--- src/include/cwg_defines.svh ---
/*
  Register offsets, field positions, reset values and timing figures for the
  complementary waveform generator register block.
  Assumes it is included by bare name from design files.
*/
`ifndef CWG_DEFINES_SVH
`define CWG_DEFINES_SVH

// ----------------------------------------
// Register offsets
// ----------------------------------------
`define CWG_OFF_MAIN 3'h0
`define CWG_OFF_SRC 3'h1
`define CWG_OFF_SHD 3'h2
`define CWG_OFF_DBR 3'h3
`define CWG_OFF_DBF 3'h4

// ----------------------------------------
// Main control fields
// ----------------------------------------
`define CWG_ON_BIT 7
`define CWG_OEB_BIT 6
`define CWG_OEA_BIT 5
`define CWG_POLB_BIT 4
`define CWG_POLA_BIT 3
`define CWG_CS_BIT 0
`define CWG_MAIN_MASK 8'hf9

// ----------------------------------------
// Source and level fields
// ----------------------------------------
`define CWG_LVLB_HI 7
`define CWG_LVLB_LO 6
`define CWG_LVLA_HI 5
`define CWG_LVLA_LO 4
`define CWG_IS_HI 2
`define CWG_IS_LO 0
`define CWG_SRC_MASK 8'hf7

// ----------------------------------------
// Shutdown control fields
// ----------------------------------------
`define CWG_ASE_BIT 7
`define CWG_ARS_BIT 6
`define CWG_C2_BIT 3
`define CWG_C1_BIT 2
`define CWG_FLT_BIT 1
`define CWG_LC2_BIT 0
`define CWG_SHD_MASK 8'hcf

// ----------------------------------------
// Dead-band fields and reset values
// ----------------------------------------
`define CWG_DB_HI 5
`define CWG_DB_MASK 8'h3f
`define CWG_RST_ZERO 8'h00
`define CWG_DB_ZERO 6'h00
`define CWG_DB_ONE 6'h01
`define CWG_LVL_INACTIVE 2'h0

// ----------------------------------------
// Timing
// ----------------------------------------
`define CWG_MCLK_NS 10
`define CWG_FAST_OSC_NS 20
`define CWG_FAST_DIV (`CWG_FAST_OSC_NS / `CWG_MCLK_NS)

`endif

--- src/include/cwg_pkg.sv ---
/*
  Types for the complementary waveform generator.
  Assumes cwg_defines.svh holds all numeric constants.
*/
package cwg_pkg;
  typedef enum logic [1:0] {
    CWG_LVL_INACT,
    CWG_LVL_TRI,
    CWG_LVL_LOW,
    CWG_LVL_HIGH
  } cwg_level_t;

  typedef enum logic [1:0] {
    CWG_ST_IDLE,
    CWG_ST_COUNT,
    CWG_ST_DONE
  } cwg_db_state_t;
endpackage

--- src/cwg_top.sv ---
/*
  Complementary waveform generator: register file, source select, shutdown
  logic, two dead-band delays and the A/B output stage.
  Assumes the register master follows the plain strobe port; source,
  comparator, logic cell and fault inputs are asynchronous to mclk.
*/
// Operation
// - Module on bit enables the generator; clear disables it.
// - Output B pin enable routes B waveform to its pin.
// - Output A pin enable routes A waveform to its pin.
// - Per-output invert bits flip polarity of A and B.
// - Clock select picks fast internal oscillator or system clock.
// - Shutdown level 11 drives pin high, 10 low, ignoring polarity.
// - Level 01 floats the pin; 00 gives polarity-applied inactive level.
// - Source register holds B level in bits 7-6, A in 5-4.
// - Three-bit source field selects logic cell, NCO, PWMs or comparators.
// - Shutdown status reads one after a shutdown; software may set it.
// - Auto-restart bit selects automatic restart; else software restarts.
// - Bit 3 enables comparator shutdown on high; cmp2 input used here.
// - Bit 2 enables shutdown on comparator 1 high.
// - Bit 1 enables shutdown on low fault input.
// - Bit 0 enables shutdown on logic cell 2 high.
// - Rising dead-band count in bits 5-0 delays A after B off.
// - Falling dead-band count in bits 5-0 delays B after A off.
// - Nonzero code N gives N to N+1 generator clocks delay.
// - Zero code bypasses dead-band for that edge.
// - Unimplemented bits read zero and ignore writes.
// - Control bits clear on reset; levels and counts keep values.
// - Rising input edge turns B off now, A on after delay.
// - Falling input edge turns A off now, B on after delay.
// - Auto-restart clears status when enabled shutdown sources inactive; override to next rise.
// - Without auto-restart software clears status; stays set while active.
`include "cwg_defines.svh"
`timescale 1ns/1ps
`default_nettype none

module cwg_top (
  // Clock and reset
  input wire logic mclk,
  input wire logic rst,
  // Register port
  input wire logic [2:0] reg_addr,
  input wire logic [7:0] reg_wdata,
  input wire logic reg_wr,
  input wire logic reg_rd,
  output var logic [7:0] reg_rdata,
  // Input sources
  input wire logic logic_cell1_out,
  input wire logic nco_out,
  input wire logic [3:0] pwm_out,
  input wire logic cmp1_async_out,
  input wire logic cmp2_async_out,
  // Shutdown sources
  input wire logic logic_cell2_out,
  input wire logic fault_in_n,
  // Outputs to pins
  output var logic output_a,
  output var logic output_a_oe,
  output var logic output_b,
  output var logic output_b_oe
);
  import cwg_pkg::*;

  // ----------------------------------------
  // Registers
  // ----------------------------------------
  logic [7:0] main_r, main_nxt;
  logic [7:0] src_r, src_nxt;
  logic [7:0] shd_r, shd_nxt;
  logic [5:0] dbr_r, dbr_nxt;
  logic [5:0] dbf_r, dbf_nxt;
  logic [7:0] rdata_nxt;
  logic hold_r, hold_nxt;
  logic shutdown_req;
  logic in_rise;

  always_comb begin
    main_nxt = main_r;
    src_nxt = src_r;
    shd_nxt = shd_r;
    dbr_nxt = dbr_r;
    dbf_nxt = dbf_r;
    rdata_nxt = `CWG_RST_ZERO;
    if (reg_wr) begin
      unique case (reg_addr)
        `CWG_OFF_MAIN: main_nxt = reg_wdata & `CWG_MAIN_MASK;
        `CWG_OFF_SRC: src_nxt = reg_wdata & `CWG_SRC_MASK;
        `CWG_OFF_SHD: shd_nxt = reg_wdata & `CWG_SHD_MASK;
        `CWG_OFF_DBR: dbr_nxt = reg_wdata[`CWG_DB_HI:0];
        `CWG_OFF_DBF: dbf_nxt = reg_wdata[`CWG_DB_HI:0];
        default: ;
      endcase
    end
    // Hardware set wins over a software clear of the status bit
    if (shutdown_req) begin
      shd_nxt[`CWG_ASE_BIT] = 1'b1;
    end else if (shd_r[`CWG_ARS_BIT] && shd_r[`CWG_ASE_BIT]) begin
      shd_nxt[`CWG_ASE_BIT] = 1'b0;
    end
    if (reg_rd) begin
      unique case (reg_addr)
        `CWG_OFF_MAIN: rdata_nxt = main_r;
        `CWG_OFF_SRC: rdata_nxt = src_r;
        `CWG_OFF_SHD: rdata_nxt = shd_r;
        `CWG_OFF_DBR: rdata_nxt = {2'h0, dbr_r};
        `CWG_OFF_DBF: rdata_nxt = {2'h0, dbf_r};
        default: rdata_nxt = `CWG_RST_ZERO;
      endcase
    end
  end

  // Counts have no reset so they keep values across resets
  always_ff @(posedge mclk) begin
    dbr_r <= dbr_nxt;
    dbr_r <= dbr_nxt;
    dbf_r <= dbf_nxt;
  end

  always_ff @(posedge mclk) begin
    if (rst) begin
      main_r <= `CWG_RST_ZERO;
      src_r <= {src_r[7:4], 4'h0}; // levels keep their value
      shd_r <= `CWG_RST_ZERO;
      reg_rdata <= `CWG_RST_ZERO;
    end else begin
      main_r <= main_nxt;
      src_r <= src_nxt;
      shd_r <= shd_nxt;
      reg_rdata <= rdata_nxt;
    end
  end

  // ----------------------------------------
  // Synchronisers
  // ----------------------------------------
  logic [9:0] sync1_r, sync2_r;

  always_ff @(posedge mclk) begin
    if (rst) begin
      // Idle levels: fault high, sources low, so no false edge after reset
      sync1_r <= 10'h200;
      sync2_r <= 10'h200;
    end else begin
      sync1_r <= {fault_in_n, logic_cell2_out, cmp2_async_out, cmp1_async_out,
                  pwm_out, nco_out, logic_cell1_out};
      sync2_r <= sync1_r;
    end
  end

  // ----------------------------------------
  // Generator clock
  // ----------------------------------------
  // Fast oscillator modelled as a divided enable; mclk stands for system clock
  logic div_r, div_nxt;
  logic gen_tick;

  always_comb begin
    div_nxt = ~div_r;
  end

  always_ff @(posedge mclk) begin
    if (rst) begin
      div_r <= 1'b0;
    end else begin
      div_r <= div_nxt;
    end
  end

  assign gen_tick = main_r[`CWG_CS_BIT] ? div_r : 1'b1;

  // ----------------------------------------
  // Source select and shutdown sources
  // ----------------------------------------
  logic src_sel;
  logic src_prev_r, src_prev_nxt;

  always_comb begin
    unique case (src_r[`CWG_IS_HI:`CWG_IS_LO])
      3'h7: src_sel = sync2_r[0];
      3'h6: src_sel = sync2_r[1];
      3'h5: src_sel = sync2_r[5];
      3'h4: src_sel = sync2_r[4];
      3'h3: src_sel = sync2_r[3];
      3'h2: src_sel = sync2_r[2];
      3'h1: src_sel = sync2_r[6];
      3'h0: src_sel = sync2_r[7];
    endcase
  end

  assign shutdown_req = (shd_r[`CWG_C2_BIT] && sync2_r[7])
                     || (shd_r[`CWG_C1_BIT] && sync2_r[6])
                     || (shd_r[`CWG_FLT_BIT] && !sync2_r[9])
                     || (shd_r[`CWG_LC2_BIT] && sync2_r[8]);

  always_comb begin
    src_prev_nxt = src_sel;
  end

  always_ff @(posedge mclk) begin
    if (rst) begin
      src_prev_r <= 1'b0;
    end else begin
      src_prev_r <= src_prev_nxt;
    end
  end

  assign in_rise = src_sel && !src_prev_r;

  // ----------------------------------------
  // Shutdown hold
  // ----------------------------------------
  // Overrides persist until the first rising edge after the status clears
  always_comb begin
    hold_nxt = hold_r;
    if (shd_r[`CWG_ASE_BIT]) begin
      hold_nxt = 1'b1;
    end else if (in_rise) begin
      hold_nxt = 1'b0;
    end
  end

  always_ff @(posedge mclk) begin
    if (rst) begin
      hold_r <= 1'b0;
    end else begin
      hold_r <= hold_nxt;
    end
  end

  // ----------------------------------------
  // Dead-band
  // ----------------------------------------
  logic in_fall;
  logic rise_done, fall_done;
  logic en;

  assign en = main_r[`CWG_ON_BIT];
  assign in_fall = !src_sel && src_prev_r;

  cwg_deadband u_db_rise (
    .mclk(mclk),
    .rst(rst),
    .start(in_rise),
    .abort(in_fall || !en),
    .tick(gen_tick),
    .code(dbr_r),
    .done(rise_done)
  );

  cwg_deadband u_db_fall (
    .mclk(mclk),
    .rst(rst),
    .start(in_fall),
    .abort(in_rise || !en),
    .tick(gen_tick),
    .code(dbf_r),
    .done(fall_done)
  );

  // ----------------------------------------
  // Output stage
  // ----------------------------------------
  logic a_nxt, b_nxt, aoe_nxt, boe_nxt;
  logic a_wave, b_wave, active;

  // Pre-delay wave is gated by done, so an edge shorter than the count shows nothing
  assign a_wave = src_sel && rise_done;
  assign b_wave = !src_sel && fall_done;
  assign active = shd_r[`CWG_ASE_BIT] || hold_r;

  always_comb begin
    a_nxt = a_wave ^ main_r[`CWG_POLA_BIT];
    b_nxt = b_wave ^ main_r[`CWG_POLB_BIT];
    aoe_nxt = en && main_r[`CWG_OEA_BIT];
    boe_nxt = en && main_r[`CWG_OEB_BIT];
    if (active) begin
      unique case (cwg_level_t'(src_r[`CWG_LVLA_HI:`CWG_LVLA_LO]))
        CWG_LVL_HIGH: a_nxt = 1'b1;
        CWG_LVL_LOW: a_nxt = 1'b0;
        CWG_LVL_TRI: aoe_nxt = 1'b0;
        CWG_LVL_INACT: a_nxt = main_r[`CWG_POLA_BIT];
      endcase
      unique case (cwg_level_t'(src_r[`CWG_LVLB_HI:`CWG_LVLB_LO]))
        CWG_LVL_HIGH: b_nxt = 1'b1;
        CWG_LVL_LOW: b_nxt = 1'b0;
        CWG_LVL_TRI: boe_nxt = 1'b0;
        CWG_LVL_INACT: b_nxt = main_r[`CWG_POLB_BIT];
      endcase
    end
    if (!en) begin
      a_nxt = 1'b0;
      b_nxt = 1'b0;
    end
  end

  always_ff @(posedge mclk) begin
    if (rst) begin
      output_a <= 1'b0;
      output_b <= 1'b0;
      output_a_oe <= 1'b0;
      output_b_oe <= 1'b0;
    end else begin
      output_a <= a_nxt;
      output_b <= b_nxt;
      output_a_oe <= aoe_nxt;
      output_b_oe <= boe_nxt;
    end
  end

  // ----------------------------------------
  // Checks
  // ----------------------------------------
  a_status_sticky: assert property (@(posedge mclk) disable iff (rst)
    shutdown_req |=> shd_r[`CWG_ASE_BIT])
    else $error("status not set by shutdown source");

  a_auto_clear: assert property (@(posedge mclk) disable iff (rst)
    (shd_r[`CWG_ARS_BIT] && shd_r[`CWG_ASE_BIT] && !shutdown_req && !reg_wr)
    |=> !shd_r[`CWG_ASE_BIT])
    else $error("auto restart did not clear status");

  a_off_quiet: assert property (@(posedge mclk) disable iff (rst)
    !en |=> !output_a_oe && !output_b_oe && !output_a && !output_b)
    else $error("outputs active while off");

  a_rise_b_off: assert property (@(posedge mclk) disable iff (rst)
    (in_rise && !active && !main_r[`CWG_POLB_BIT]) |=> !output_b)
    else $error("B not turned off on rising edge");

  a_fall_a_off: assert property (@(posedge mclk) disable iff (rst)
    (in_fall && !active && !main_r[`CWG_POLA_BIT]) |=> !output_a)
    else $error("A not turned off on falling edge");

  a_level_high: assert property (@(posedge mclk) disable iff (rst)
    (active && en && src_r[`CWG_LVLA_HI:`CWG_LVLA_LO] == 2'h3) |=> output_a)
    else $error("A override high not driven");

  a_level_tri: assert property (@(posedge mclk) disable iff (rst)
    (active && src_r[`CWG_LVLB_HI:`CWG_LVLB_LO] == 2'h1) |=> !output_b_oe)
    else $error("B override tristate not applied");

  a_zero_bypass: assert property (@(posedge mclk) disable iff (rst)
    (in_rise && en && dbr_r == 6'h00) |=> rise_done)
    else $error("zero rising count not bypassed");

  a_rd_unimpl: assert property (@(posedge mclk) disable iff (rst)
    (reg_rd && reg_addr == `CWG_OFF_DBR) |=> reg_rdata[7:6] == 2'h0)
    else $error("unimplemented bits read nonzero");

  a_pin_enable: assert property (@(posedge mclk) disable iff (rst)
    (en && !main_r[`CWG_OEA_BIT]) |=> !output_a_oe)
    else $error("A pin driven while disabled");
endmodule

`default_nettype wire

--- src/cwg_deadband.sv ---
/*
  One dead-band delay: after a start pulse it counts generator ticks up to a
  code and then raises done. Raises done on the cycle after start when the code is zero.
  Assumes start and tick come from mclk logic.
*/
`include "cwg_defines.svh"
`timescale 1ns/1ps
`default_nettype none

module cwg_deadband (
  // Clock and reset
  input wire logic mclk,
  input wire logic rst,
  // Control
  input wire logic start,
  input wire logic abort,
  input wire logic tick,
  input wire logic [5:0] code,
  // Result
  output var logic done
);
  import cwg_pkg::*;

  cwg_db_state_t st_r, st_nxt;
  logic [5:0] cnt_r, cnt_nxt;

  always_comb begin
    st_nxt = st_r;
    cnt_nxt = cnt_r;
    if (abort) begin
      st_nxt = CWG_ST_IDLE;
    end else if (start) begin
      cnt_nxt = `CWG_DB_ZERO;
      st_nxt = (code == `CWG_DB_ZERO) ? CWG_ST_DONE : CWG_ST_COUNT;
    end else if (st_r == CWG_ST_COUNT && tick) begin
      cnt_nxt = cnt_r + `CWG_DB_ONE;
      if (cnt_nxt == code) begin
        st_nxt = CWG_ST_DONE;
      end
    end
  end

  always_ff @(posedge mclk) begin
    if (rst) begin
      st_r <= CWG_ST_IDLE;
      cnt_r <= `CWG_DB_ZERO;
    end else begin
      st_r <= st_nxt;
      cnt_r <= cnt_nxt;
    end
  end

  assign done = (st_r == CWG_ST_DONE);
endmodule

`default_nettype wire

--- config.mk ---
export PLATFORM = sky130hd
export DESIGN_NAME = cwg_top
export DESIGN_NICKNAME = d
export VERILOG_FILES = /design/src/include/cwg_pkg.sv /design/src/cwg_top.sv /design/src/cwg_deadband.sv
export VERILOG_INCLUDE_DIRS = /design/src /design/src/include
export SDC_FILE = /design/constraint.sdc
export NUM_CORES = 1
export LEC_CHECK = 0
export BUFFER_PORTS_ARGS = -buffer_cell sky130_fd_sc_hd__buf_2
export CORE_MARGIN = 2
export CORE_UTILIZATION = 63
export CTS_CLUSTER_SIZE = 28
export DETAILED_ROUTE_END_ITERATION = 8
export MAX_ROUTING_LAYER = met4
export PLACE_DENSITY = 0.84
export SLEW_MARGIN = 20
export SYNTH_ARGS = -nofsm -noshare
export SYNTH_HDL_FRONTEND = slang
export SYNTH_HIERARCHICAL = 1
export SYNTH_SLANG_ARGS = --single-unit
export TNS_END_PERCENT = 10
--- constraint.sdc ---
create_clock -name mclk -period 5.09 [get_ports mclk]
set_clock_uncertainty 0.2 [all_clocks]
set_input_delay 0.509 -clock mclk [delete_from_list [all_inputs] [get_ports mclk]]
set_output_delay 0.509 -clock mclk [all_outputs]
set_load 0.05 [all_outputs]
### Yosys cells after proc, flatten, opt, wreduce, memory -nomap -nowiden

Index checks and enable logic that the tools add are counted.

* add/subtract/negate cells: 2
* eq/ne operators: 23
* multiplexer cells: 29
* bitwise operators: 8
* reduce and logical (&&, ||, !) cells: 51

Operators by type and width (number)
* $pmux 8 s5: 1
* $mux 6: 4
* $reduce_and 2->1: 10
* $mux 2: 8
* $mux 8: 2
* $eq 3x3->1 const B: 5
* $logic_and 1x1->1: 13
* $add 6x1->6 const B: 2
* $eq 2x2->1 const B: 6
* $eq 3x2->1 const B: 4
* $eq 6x6->1: 2
* $logic_not 6->1: 2
* $mux 1: 11
* $reduce_bool 2->1: 5
* $eq 2x1->1 const B: 4
* $pmux 1 s8: 1
* $reduce_or 2->1: 4
* $eq 3x1->1 const B: 2
* $logic_not 3->1: 2
* $logic_or 1x1->1: 6
* $not 1->1: 6
* $pmux 1 s3: 2
* $reduce_bool 3->1: 2
* $logic_not 1->1: 4
* 3 further kinds: 5

* register bits: 82
* bits of input ports: 25

### Logic depth before layout (Yosys ltp)

Gate-level depths: netlist of the first run.

* depth in word-level cells: 7
* depth in mapped cells: 8
* gate-level depth less buffers: 8

### Cells and area by module

Netlist of the first run, hierarchy kept.

By module, submodules not included
* cwg_top: times used 1, cells each 222, area each 2522.4 sq um
* cwg_deadband: times used 2, cells each 64, area each 538.0 sq um

### Worst setup path before layout of the first run

OpenSTA, ideal clock, no wires.

* kind: reg-to-reg
* start point: reg src_r[1]
* end point: reg u_db_fall.cnt_r[3]
* setup time: 70 ps
* arrival: 2151 ps
* required time: 4820 ps
* slack: 2669 ps
* stages on the path, launching flop included: 8
* path buffers: 0
* path through: dfxtp_1 > mux4_2 > mux2i_4 > and2_1 > o21bai_4 > or2_1 > or3_1 > a21oi_1

* word-level cells in the longest chain between the ends: 6
* elaborated cells between the ends (all ways): 17

RTL lines
* start, declared: line cwg_top.sv:68 `logic [7:0] src_r, src_nxt;`
* start signal, assigned: line cwg_top.sv:122 `src_r <= {src_r[7:4], 4'h0};`
* start signal, assigned: line cwg_top.sv:127 `src_r <= src_nxt;`
* $eq 3x1->1 (tied with other cells): line cwg_top.sv:178 `` unique case (src_r[`CWG_IS_HI:`CWG_IS_LO]) ``
* $pmux 1 s8 *: line cwg_top.sv:178
* $logic_not 1->1 *: line cwg_top.sv:238 `assign in_fall = !src_sel && src_prev_r;`
* $logic_and 1x1->1 *: line cwg_top.sv:238
* net in_fall: line cwg_top.sv:233 `logic in_fall;`
* $reduce_bool 2->1 (no line)
* $reduce_and 2->1 (no line)
* end signal, assigned: line cwg_deadband.sv:46 `` cnt_r <= `CWG_DB_ZERO; ``
* end signal, assigned: line cwg_deadband.sv:49 `cnt_r <= cnt_nxt;`
* end, declared: line cwg_deadband.sv:25 `logic [5:0] cnt_r, cnt_nxt;`

The timed path passes the listed nets; every way through them passes the cells marked *.
A chain may end at the register's enable or synchronous reset.

### Final worst setup path of the first run

Ends and elaborated chain as after synthesis.

==> results.md, run 1 <==
- Post-synthesis sequential area ratio: 50.1%
- CP max FO: 12
- CP Launch Type: flop
- Post-Route Setup TNS: 0 ns
- Req. time, crit path: 5.16 ns
- Post-Synthesis Cells: 350
- Cts bufs inserted: 9
- Dpl cells: 439
- Net Sw Frac: 25.0%
- Vias: 2705
- TritonCTS clock tree: yes
- GR Util All Layers: 26.2%
- Reg power frac: 55.8%
- Crit-path leading delay family: simple AND/OR/NAND/NOR gates
- Fin. Hold Viols: 0
- Comb power frac: 6.4%
- RR Endpoint: u_db_fall/cnt_r[3]$_SDFFE_PP0P_
- Area post-placement: 3790 sq um
- Ys Warns: 6
- CP Cell Sequence: mux4_2, mux2i_4, and2_1, o21bai_4, or2_1, or3_1, a21oi_1
- Startpoint of the worst hold path: fault_in_n
- Max incr delay on CP: 0.56 ns
- Clock sinks: 82
- N_diodes: 0
- Vias per cell: 5.95
- First-pass GRT wire length: 12.4 mm
- Buffers on Ports: 36
- CP max stage cell: mux4_2
- Largest net degree at the start of global routing: 58
- PD cells: 308 nW/um^2
- Main synth FF type: dfxtp_1
- Initial Util: 65.3%
- Maximum VDD drop: 0.000233 V
- Critical path endpoint category: flop
- Vias in the first global route: 2622
- Syn Nets: 377
- Initial drt markers: 174
- Routed Wire Length: 7.30 mm
- Status: completed
- Initial antenna violation count: 0
- P_leak: 1.50 nW
- Hold buffers post-CTS: 0
- Clk buf depth: 2
- Post-CTS Setup Inserts: 0
- Post-DRT Antenna Nets: 0
- Area Growth Syn to Fin: 11.0%
- Final setup viols: 0
- Min Hold Slack: 0.134 ns
- TritonRoute pass-1 iters: 5
- Core ar.: 5510 sq um
- Design Area, Final: 4000 sq um
- CP startpoint: src_r[1]$_SDFFE_PP0P_
- Layout cell share with drive strength beyond 1: 17.0%
- GRT overflow: 0
- RSZ-0062 raised after global routing: false
- Worst slew pin tran: 1.01 ns
- Max-cap viol count: 0
- Worst reg2reg startpoint: src_r[1]$_SDFFE_PP0P_
- Psw: 0.000308 W
- Die X: 79.6 um
- Gpl congestion: 0.858
- Worst Reg-to-Reg Cells: 7
- Max_slew headroom: 32.8%
- Final nets: 405
- Distinct cells, synth: 49
- CP Buf/Inv Count: 0
- Clock latency on the worst-skew pair: 0.35 ns
- Io pins: 37
- FMAX: 341 MHz
- Final Max Slew Viols: 0
- Design internal power: 0.000925 W
- Post-DP HPWL: 5.11 mm
- Std-Cell Rows: 27
- Commonest non-fill, non-tap cell in the layout: dfxtp_1
- R2R Setup Slk: 2.16 ns
- Total die area: 6330 sq um
- Wire length per cell: 16.0 um
- Non-Filler Instances: 455
- Crit Path Class: reg2reg
- Synth Register Bits: 82
- Most frequent cells in the layout: dfxtp_1 (66), nor2_1 (37), buf_2 (36)
- Clock root cell: clkbuf_8
- Tmin final: 2.93 ns
- Number of synthesized flops with an enable pin: 16
- Crit. path cell count: 7
- Syn_area_per_cell: 10.3 sq um
- Resized Gates After CTS: 0
- Clock share of power: 37.8%
- Hold WC Path Type: in2reg
- CP arrival: 3.00 ns
- DRC: 0
- Clock Pin Slew Worst Setup and Hold Paths: 0.09 ns
- Htree depth: 3
- Post-Route Utilization: 72.6%
- Crit path to: u_db_fall/cnt_r[3]$_SDFFE_PP0P_
- Final period util: 57.6%
- Post-synth ARST share: 0%
- Post-synth design cell area: 3600 sq um
- Die height: 79.6 um
## how the worst min path moves through the flow
stage,endpoint,slack [ns],depth (start not counted)
final,sync1_r[9]$_SDFF_PP1_,0.13,2
after global routing,sync1_r[9]$_SDFF_PP1_,0.12,2
after CTS,sync1_r[9]$_SDFF_PP1_,0.12,2
after detailed placement,div_r$_SDFF_PP0_,0.20,1
after global placement,div_r$_SDFF_PP0_,0.19,1
after floorplan,div_r$_SDFF_PP0_,0.18,1
## per-layer routing
metal | track usage (%) | share of wire, % | vias to the layer above
met2 | 43.4 | 50 | 94
met1 | 31.2 | 43 | 1286
li1 | - | - | 1313
met3 | 7.92 | 5.6 | 12
met5 | - | 0 | -
met4 | 6.90 | 1.2 | 0
## per-stage QoR
stage,setup slack [ns],total power [W]
after floorplan,2.67,0.000754
after global placement,2.31,0.000777
after detailed placement,2.20,0.000780
after CTS,2.16,0.00124
after global routing,1.96,0.00128
final,2.16,0.00123
## synth_stat cells (all sizes together) (2+ instances only)
library cell  instances  area [sq um]
dfxtp                66          1320
nor2                 37           139
nor2b                28           175
mux2i                25           263
o21ai                20           100
a21oi                19          95.1
edfxtp               16           480
nand3                15          75.1
buf                  12          57.6
nand3b                9          67.6
a31oi                 8          50.1
clkbuf                8          30.0
xnor2                 8          70.1
xor2                  8          70.1
nand2b                7          43.8
or3                   7          43.8
or2                   5          31.3
and3                  4          25.0
a22oi                 3          22.5
and3b                 3          28.8
mux2                  3          33.8
o31ai                 3          22.5
ha                    2          25.0
inv                   2          7.51
mux4                  2          45.0
nand2                 2          7.51
nand4bb               2          22.5
nor3                  2          10.0
nor3b                 2          15.0
nor4                  2          12.5
o2111ai               2          17.5
o211a                 2          20.0
o21a                  2          15.0
o21bai                2          37.5
o311a                 2          20.0
o32ai                 2          17.5
or4                   2          15.0
## sequential cells by signal, summed over array words and instances (netlist names)
name / flops
reg_rdata: 8
sync2_r: 10
dbr_r: 6
u_db_rise/st_r: 2
sync1_r: 10
main_r: 6
u_db_fall/st_r: 2
u_db_fall/cnt_r: 6
src_prev_r: 1
hold_r: 1
src_r: 7
output_b: 1
shd_r: 6
output_a_oe: 1
output_b_oe: 1
div_r: 1
output_a: 1
dbf_r: 6
u_db_rise/cnt_r: 6
## cells by family (layout without fill, tap and decap cells)
logic type	count (synthesis)	in the layout	share of synthesized area (%)
AO/OA/AOI/OAI	68	68	12.3
XOR/XNOR	16	16	3.89
adder cells (fa/ha/maj)	2	2	0.695
buffers and inverters	22	55	2.64
flip-flops	82	82	50.1
multiplexers	30	30	9.49
AND/OR/NAND/NOR	130	130	20.9
## area by class of cell
| class | count | area (sq um) |
|---|---|---|
| Clock buffer | 10 | 149 |
| Clock inverter | 6 | 57.6 |
| Fill cell | 423 | 1510 |
| Inverter | 2 | 7.51 |
| Multi-Input combinational cell | 246 | 1700 |
| Sequential cell | 82 | 1800 |
| Tap cell | 72 | 90.1 |
| Timing Repair Buffer | 37 | 188 |
## power by group through the flow
| stage | logic (W) | clock network [W] | registers (W) |
|---|---|---|---|
| after floorplan | 0.0000519 | 0 | 0.000702 |
| after global placement | 0.0000759 | 0 | 0.000702 |
| after detailed placement | 0.0000781 | 0 | 0.000702 |
| after CTS | 0.0000788 | 0.000477 | 0.000687 |
| after global routing | 0.0000864 | 0.000502 | 0.000689 |
| final | 0.0000786 | 0.000466 | 0.000687 |
Power figures use the tool's default switching activity.
==> run 2, diff against run 1 <==
--- a/config.mk
+++ b/config.mk
@@ -6,13 +6,14 @@
 export SDC_FILE = /design/constraint.sdc
 export NUM_CORES = 1
 export LEC_CHECK = 0
+export ABC_AREA = 1
 export BUFFER_PORTS_ARGS = -buffer_cell sky130_fd_sc_hd__buf_2
 export CORE_MARGIN = 2
-export CORE_UTILIZATION = 63
+export CORE_UTILIZATION = 53
 export CTS_CLUSTER_SIZE = 28
 export DETAILED_ROUTE_END_ITERATION = 8
 export MAX_ROUTING_LAYER = met4
-export PLACE_DENSITY = 0.84
+export PLACE_DENSITY = 0.76
 export SLEW_MARGIN = 20
 export SYNTH_ARGS = -nofsm -noshare
 export SYNTH_HDL_FRONTEND = slang
==> constraint.sdc (replaced) <==
create_clock -name mclk -period 2.5 [get_ports mclk]
set_clock_uncertainty 0.2 [all_clocks]
set_input_delay 0.25 -clock mclk [delete_from_list [all_inputs] [get_ports mclk]]
set_output_delay 0.25 -clock mclk [all_outputs]
set_load 0.05 [all_outputs]
==> results.md, run 2 <==
- Most common library cells after synthesis: inv_1 (83), nand2_1 (79), dfxtp_1 (66)
- Max_slew headroom: 63.3% (+31 points)
- Buffers on Ports: 36 (unchanged)
- Area post-placement: 3990 sq um (+5.3%)
- N_diodes: 0 (unchanged)
- Synth Register Bits: 82 (unchanged)
- Main area contributors after synthesis: dfxtp_1 (35%), edfxtp_1 (13%), inv_1 (8.4%), nand2_1 (8.0%), nand3_1 (7.4%)
- Routed Wire Length: 8.57 mm (+17%)
- Clock Pin Slew Worst Setup and Hold Paths: 0.08 ns (about the same)
- Grt met2 use: 41.3% (-2.1 points)
- Design internal power: 0.00196 W (+110%)
- Distinct cells, synth: 33 (-33%)
- Area occupied by multi-input gates: 1520 sq um (-11%)
- Filler instances: 585 (+38%)
- Final nets: 568 (+40%)
- Clock share of power: 37.8% (about the same)
- GR Util All Layers: 24.3% (-1.8 points)
- Io pins: 37 (unchanged)
- Vias per cell: 5.18 (-13%)
- Commonest non-fill, non-tap cell in the layout: inv_1
- Syn_area_per_cell: 7.75 sq um (-25%)
- Hold WC Path Type: in2reg
- TritonCTS clock tree: yes
- Clock latency on the worst-skew pair: 0.35 ns (about the same)
- CP Launch Type: flop
- Largest area contributor in the netlist: dfxtp_1
- Post-Route Setup TNS: 0 ns (unchanged)
- P_leak: 1.89 nW (+26%)
- Initial Util: 54.9% (-10 points)
- Dpl cells: 608 (+38%)
- Max-cap viol count: 0 (unchanged)
- Syn Nets: 508 (+35%)
- Post-CTS Setup Inserts: 0 (unchanged)
- Area Growth Syn to Fin: 17.3%
- Std-Cell Rows: 30 (+11%)
- Post-DP HPWL: 6.20 mm (+21%)
- Initial antenna violation count: 0 (unchanged)
- Tmin final: 2.24 ns (-0.697 ns)
- Most frequent cells in the layout: inv_1 (83), nand2_1 (79), dfxtp_1 (66)
- Maximum VDD drop: 0.000431 V (+85%)
- Worst reg2reg startpoint: src_r[1]$_SDFFE_PP0P_
- Cts bufs inserted: 9 (unchanged)
- First-pass GRT wire length: 14.0 mm (+13%)
- Area fraction of the dominant cell type after synthesis: 35.4% (-1.3 points)
- GR Util met1: 28.0% (-3.1 points)
- Net Sw Frac: 24.4% (-0.59 points)
- Initial drt markers: 198 (+14%)
- Post-DRT Antenna Nets: 0 (unchanged)
- Post-synth design cell area: 3730 sq um (+3.6%)
- Core ar.: 6790 sq um (+23%)
- Number of synthesized flops with an enable pin: 16 (unchanged)
- Design Area, Final: 4370 sq um (+9.4%)
- Clk buf depth: 2 (unchanged)
- GRT overflow: 0 (unchanged)
- Gpl congestion: 0.934 (+8.8%)
- R2R Setup Slk: 0.26 ns (-1.89 ns)
- Ys Warns: 6 (unchanged)
- Post-synthesis sequential area ratio: 48.3% (-1.7 points)
- Final Max Slew Viols: 0 (unchanged)
- Comb power frac: 8.1% (+1.7 points)
- Req. time, crit path: 2.58 ns (-2.58 ns)
- Final setup viols: 0 (unchanged)
- Top flop regs: sync1_r x10, sync2_r x10, reg_rdata x8
- Post-Synthesis Cells: 481 (+37%)
- CP max FO: 7 (-5)
- Hold worst-path end: shd_r[7]$_SDFFE_PP0P_
- Psw: 0.000632 W (+110%)
- GR met3 Demand/Resource: 4.90% (-3.0 points)
- Critical path endpoint category: flop
- Flip-flop and latch area: 1800 sq um (unchanged)
- DRC: 0 (unchanged)
- Total die area: 7720 sq um (+22%)
- Vias in the first global route: 3165 (+21%)
- Vias: 3327 (+23%)
- Htree depth: 3 (unchanged)
- Resized Gates After CTS: 0 (unchanged)
- Final period util: 89.4% (+32 points)
- Largest net degree at the start of global routing: 26 (-55%)
- Reg power frac: 54.2% (-1.6 points)
- Clock root cell: clkbuf_8
- TritonRoute pass-1 iters: 5 (unchanged)
- Clock sinks: 82 (unchanged)
- CP arrival: 2.32 ns (-0.68 ns)
- Non-Filler Instances: 642 (+41%)
- Wire length per cell: 13.3 um (-17%)
- PD cells: 592 nW/um^2 (+92%)
- RR Endpoint: u_db_fall/cnt_r[2]$_SDFFE_PP0P_
- FMAX: 447 MHz (+31%)
- Most numerous cell in the Yosys netlist: inv_1
- Power after layout: 0.00259 W (+110%)
- Crit Path Class: reg2reg
- RSZ-0062 raised after global routing: false
- Fin. Hold Viols: 0 (unchanged)
- Worst Reg-to-Reg Cells: 12 (+5)
- Die X: 87.9 um (+10%)
- Busiest grt layer: met2
- Layout cell share with drive strength beyond 1: 16.5% (-0.49 points)
- Post-synth ARST share: 0% (unchanged)
- Startpoint of the worst hold path: rst
- Worst slew pin tran: 0.549 ns (-0.460 ns)
- Main synth FF type: dfxtp_1
- Hold path cells: 3 (+1)
- Die height: 87.9 um (+10%)
- Status: completed
## run 2: cell count changes in the layout (fill, tap and decap cells not counted), moves of 13 or more
cell,before,now
dlygate4sd3_1,0,18
inv_1,2,83
mux2i_1,24,0
nand2_1,2,79
nand3_1,15,55
nor2_1,37,50
nor2b_1,28,0
o21ai_0,15,29
## run 2: worst max path at each step
stage	cells past startpoint	start	endpoint
after floorplan	12	src_r[1]$_SDFFE_PP0P_	u_db_fall/cnt_r[2]$_SDFFE_PP0P_
after global placement	12	src_r[1]$_SDFFE_PP0P_	u_db_fall/cnt_r[5]$_SDFFE_PP0P_
after detailed placement	12	src_r[1]$_SDFFE_PP0P_	u_db_fall/cnt_r[5]$_SDFFE_PP0P_
after CTS	12	src_r[1]$_SDFFE_PP0P_	u_db_fall/cnt_r[5]$_SDFFE_PP0P_
after global routing	12	src_r[1]$_SDFFE_PP0P_	u_db_fall/cnt_r[5]$_SDFFE_PP0P_
final	12	src_r[1]$_SDFFE_PP0P_	u_db_fall/cnt_r[2]$_SDFFE_PP0P_
## run 2: metal layers
layer / vias to the layer above / wire [um] / part of all wire, %
li1: 1674 / - / -
met1: 1514 / 3580 / 42
met2: 118 / 4340 / 51
met3: 21 / 460 / 5.4
met4: 0 / 187 / 2.2
met5: - / 0 / 0
## run 2: critical path, stage by stage (launching register included)
cell and delay (ns):
dfxtp_1 0.40, inv_2 0.09, nand2_1 0.07, nand3_1 0.07
nand3_1 0.15, nand2_1 0.13, nor2_1 0.20, inv_1 0.12
nand2_1 0.10, nand2_1 0.21, nor2_4 0.22, nand3_1 0.09
a21oi_1 0.13
## run 2: cell families after synthesis
logic type / synth area share (%)
simple gates: 28.4
flops: 48.3
buf+inv: 11.0
xor+xnor: 0.470
compound gates: 11.1
fa+ha+maj: 0.671
## run 2: layout make-up
type | instances | share of cell area [%]
repair buffers | 58 | 8.93
clock inverters | 5 | 1.40
flip-flops and latches | 82 | 41.2
multi-input cells | 299 | 34.7
inverters | 91 | 7.81
clock buffers | 11 | 3.23
well taps | 96 | 2.75
## run 2: power by group through the flow
stage / sequential [W] / combinational [W] / clock [W]
after CTS: 0.00140 / 0.000206 / 0.000993
after detailed placement: 0.00143 / 0.000184 / 0
after global placement: 0.00143 / 0.000180 / 0
after global routing: 0.00141 / 0.000232 / 0.00104
after floorplan: 0.00144 / 0.000106 / 0
final: 0.00140 / 0.000209 / 0.000978
## run 2: what timing repair did
item / 4_1_cts / 5_1_grt
endpoints found under the setup margin: 0 / 0
hold buffers: 18 / 0
endpoints found under the hold margin: 27 / 0
## run 2: through the flow
step	hold slack [ns]	utilization (%)	worst slack [ns]
after global routing	0.125	64.3	0.0153
after CTS	0.112	64.3	0.277
after floorplan	0.119	-	0.530
after global placement	0.187	58.7	0.334
final	0.119	64.3	0.264
after detailed placement	0.191	58.7	0.291
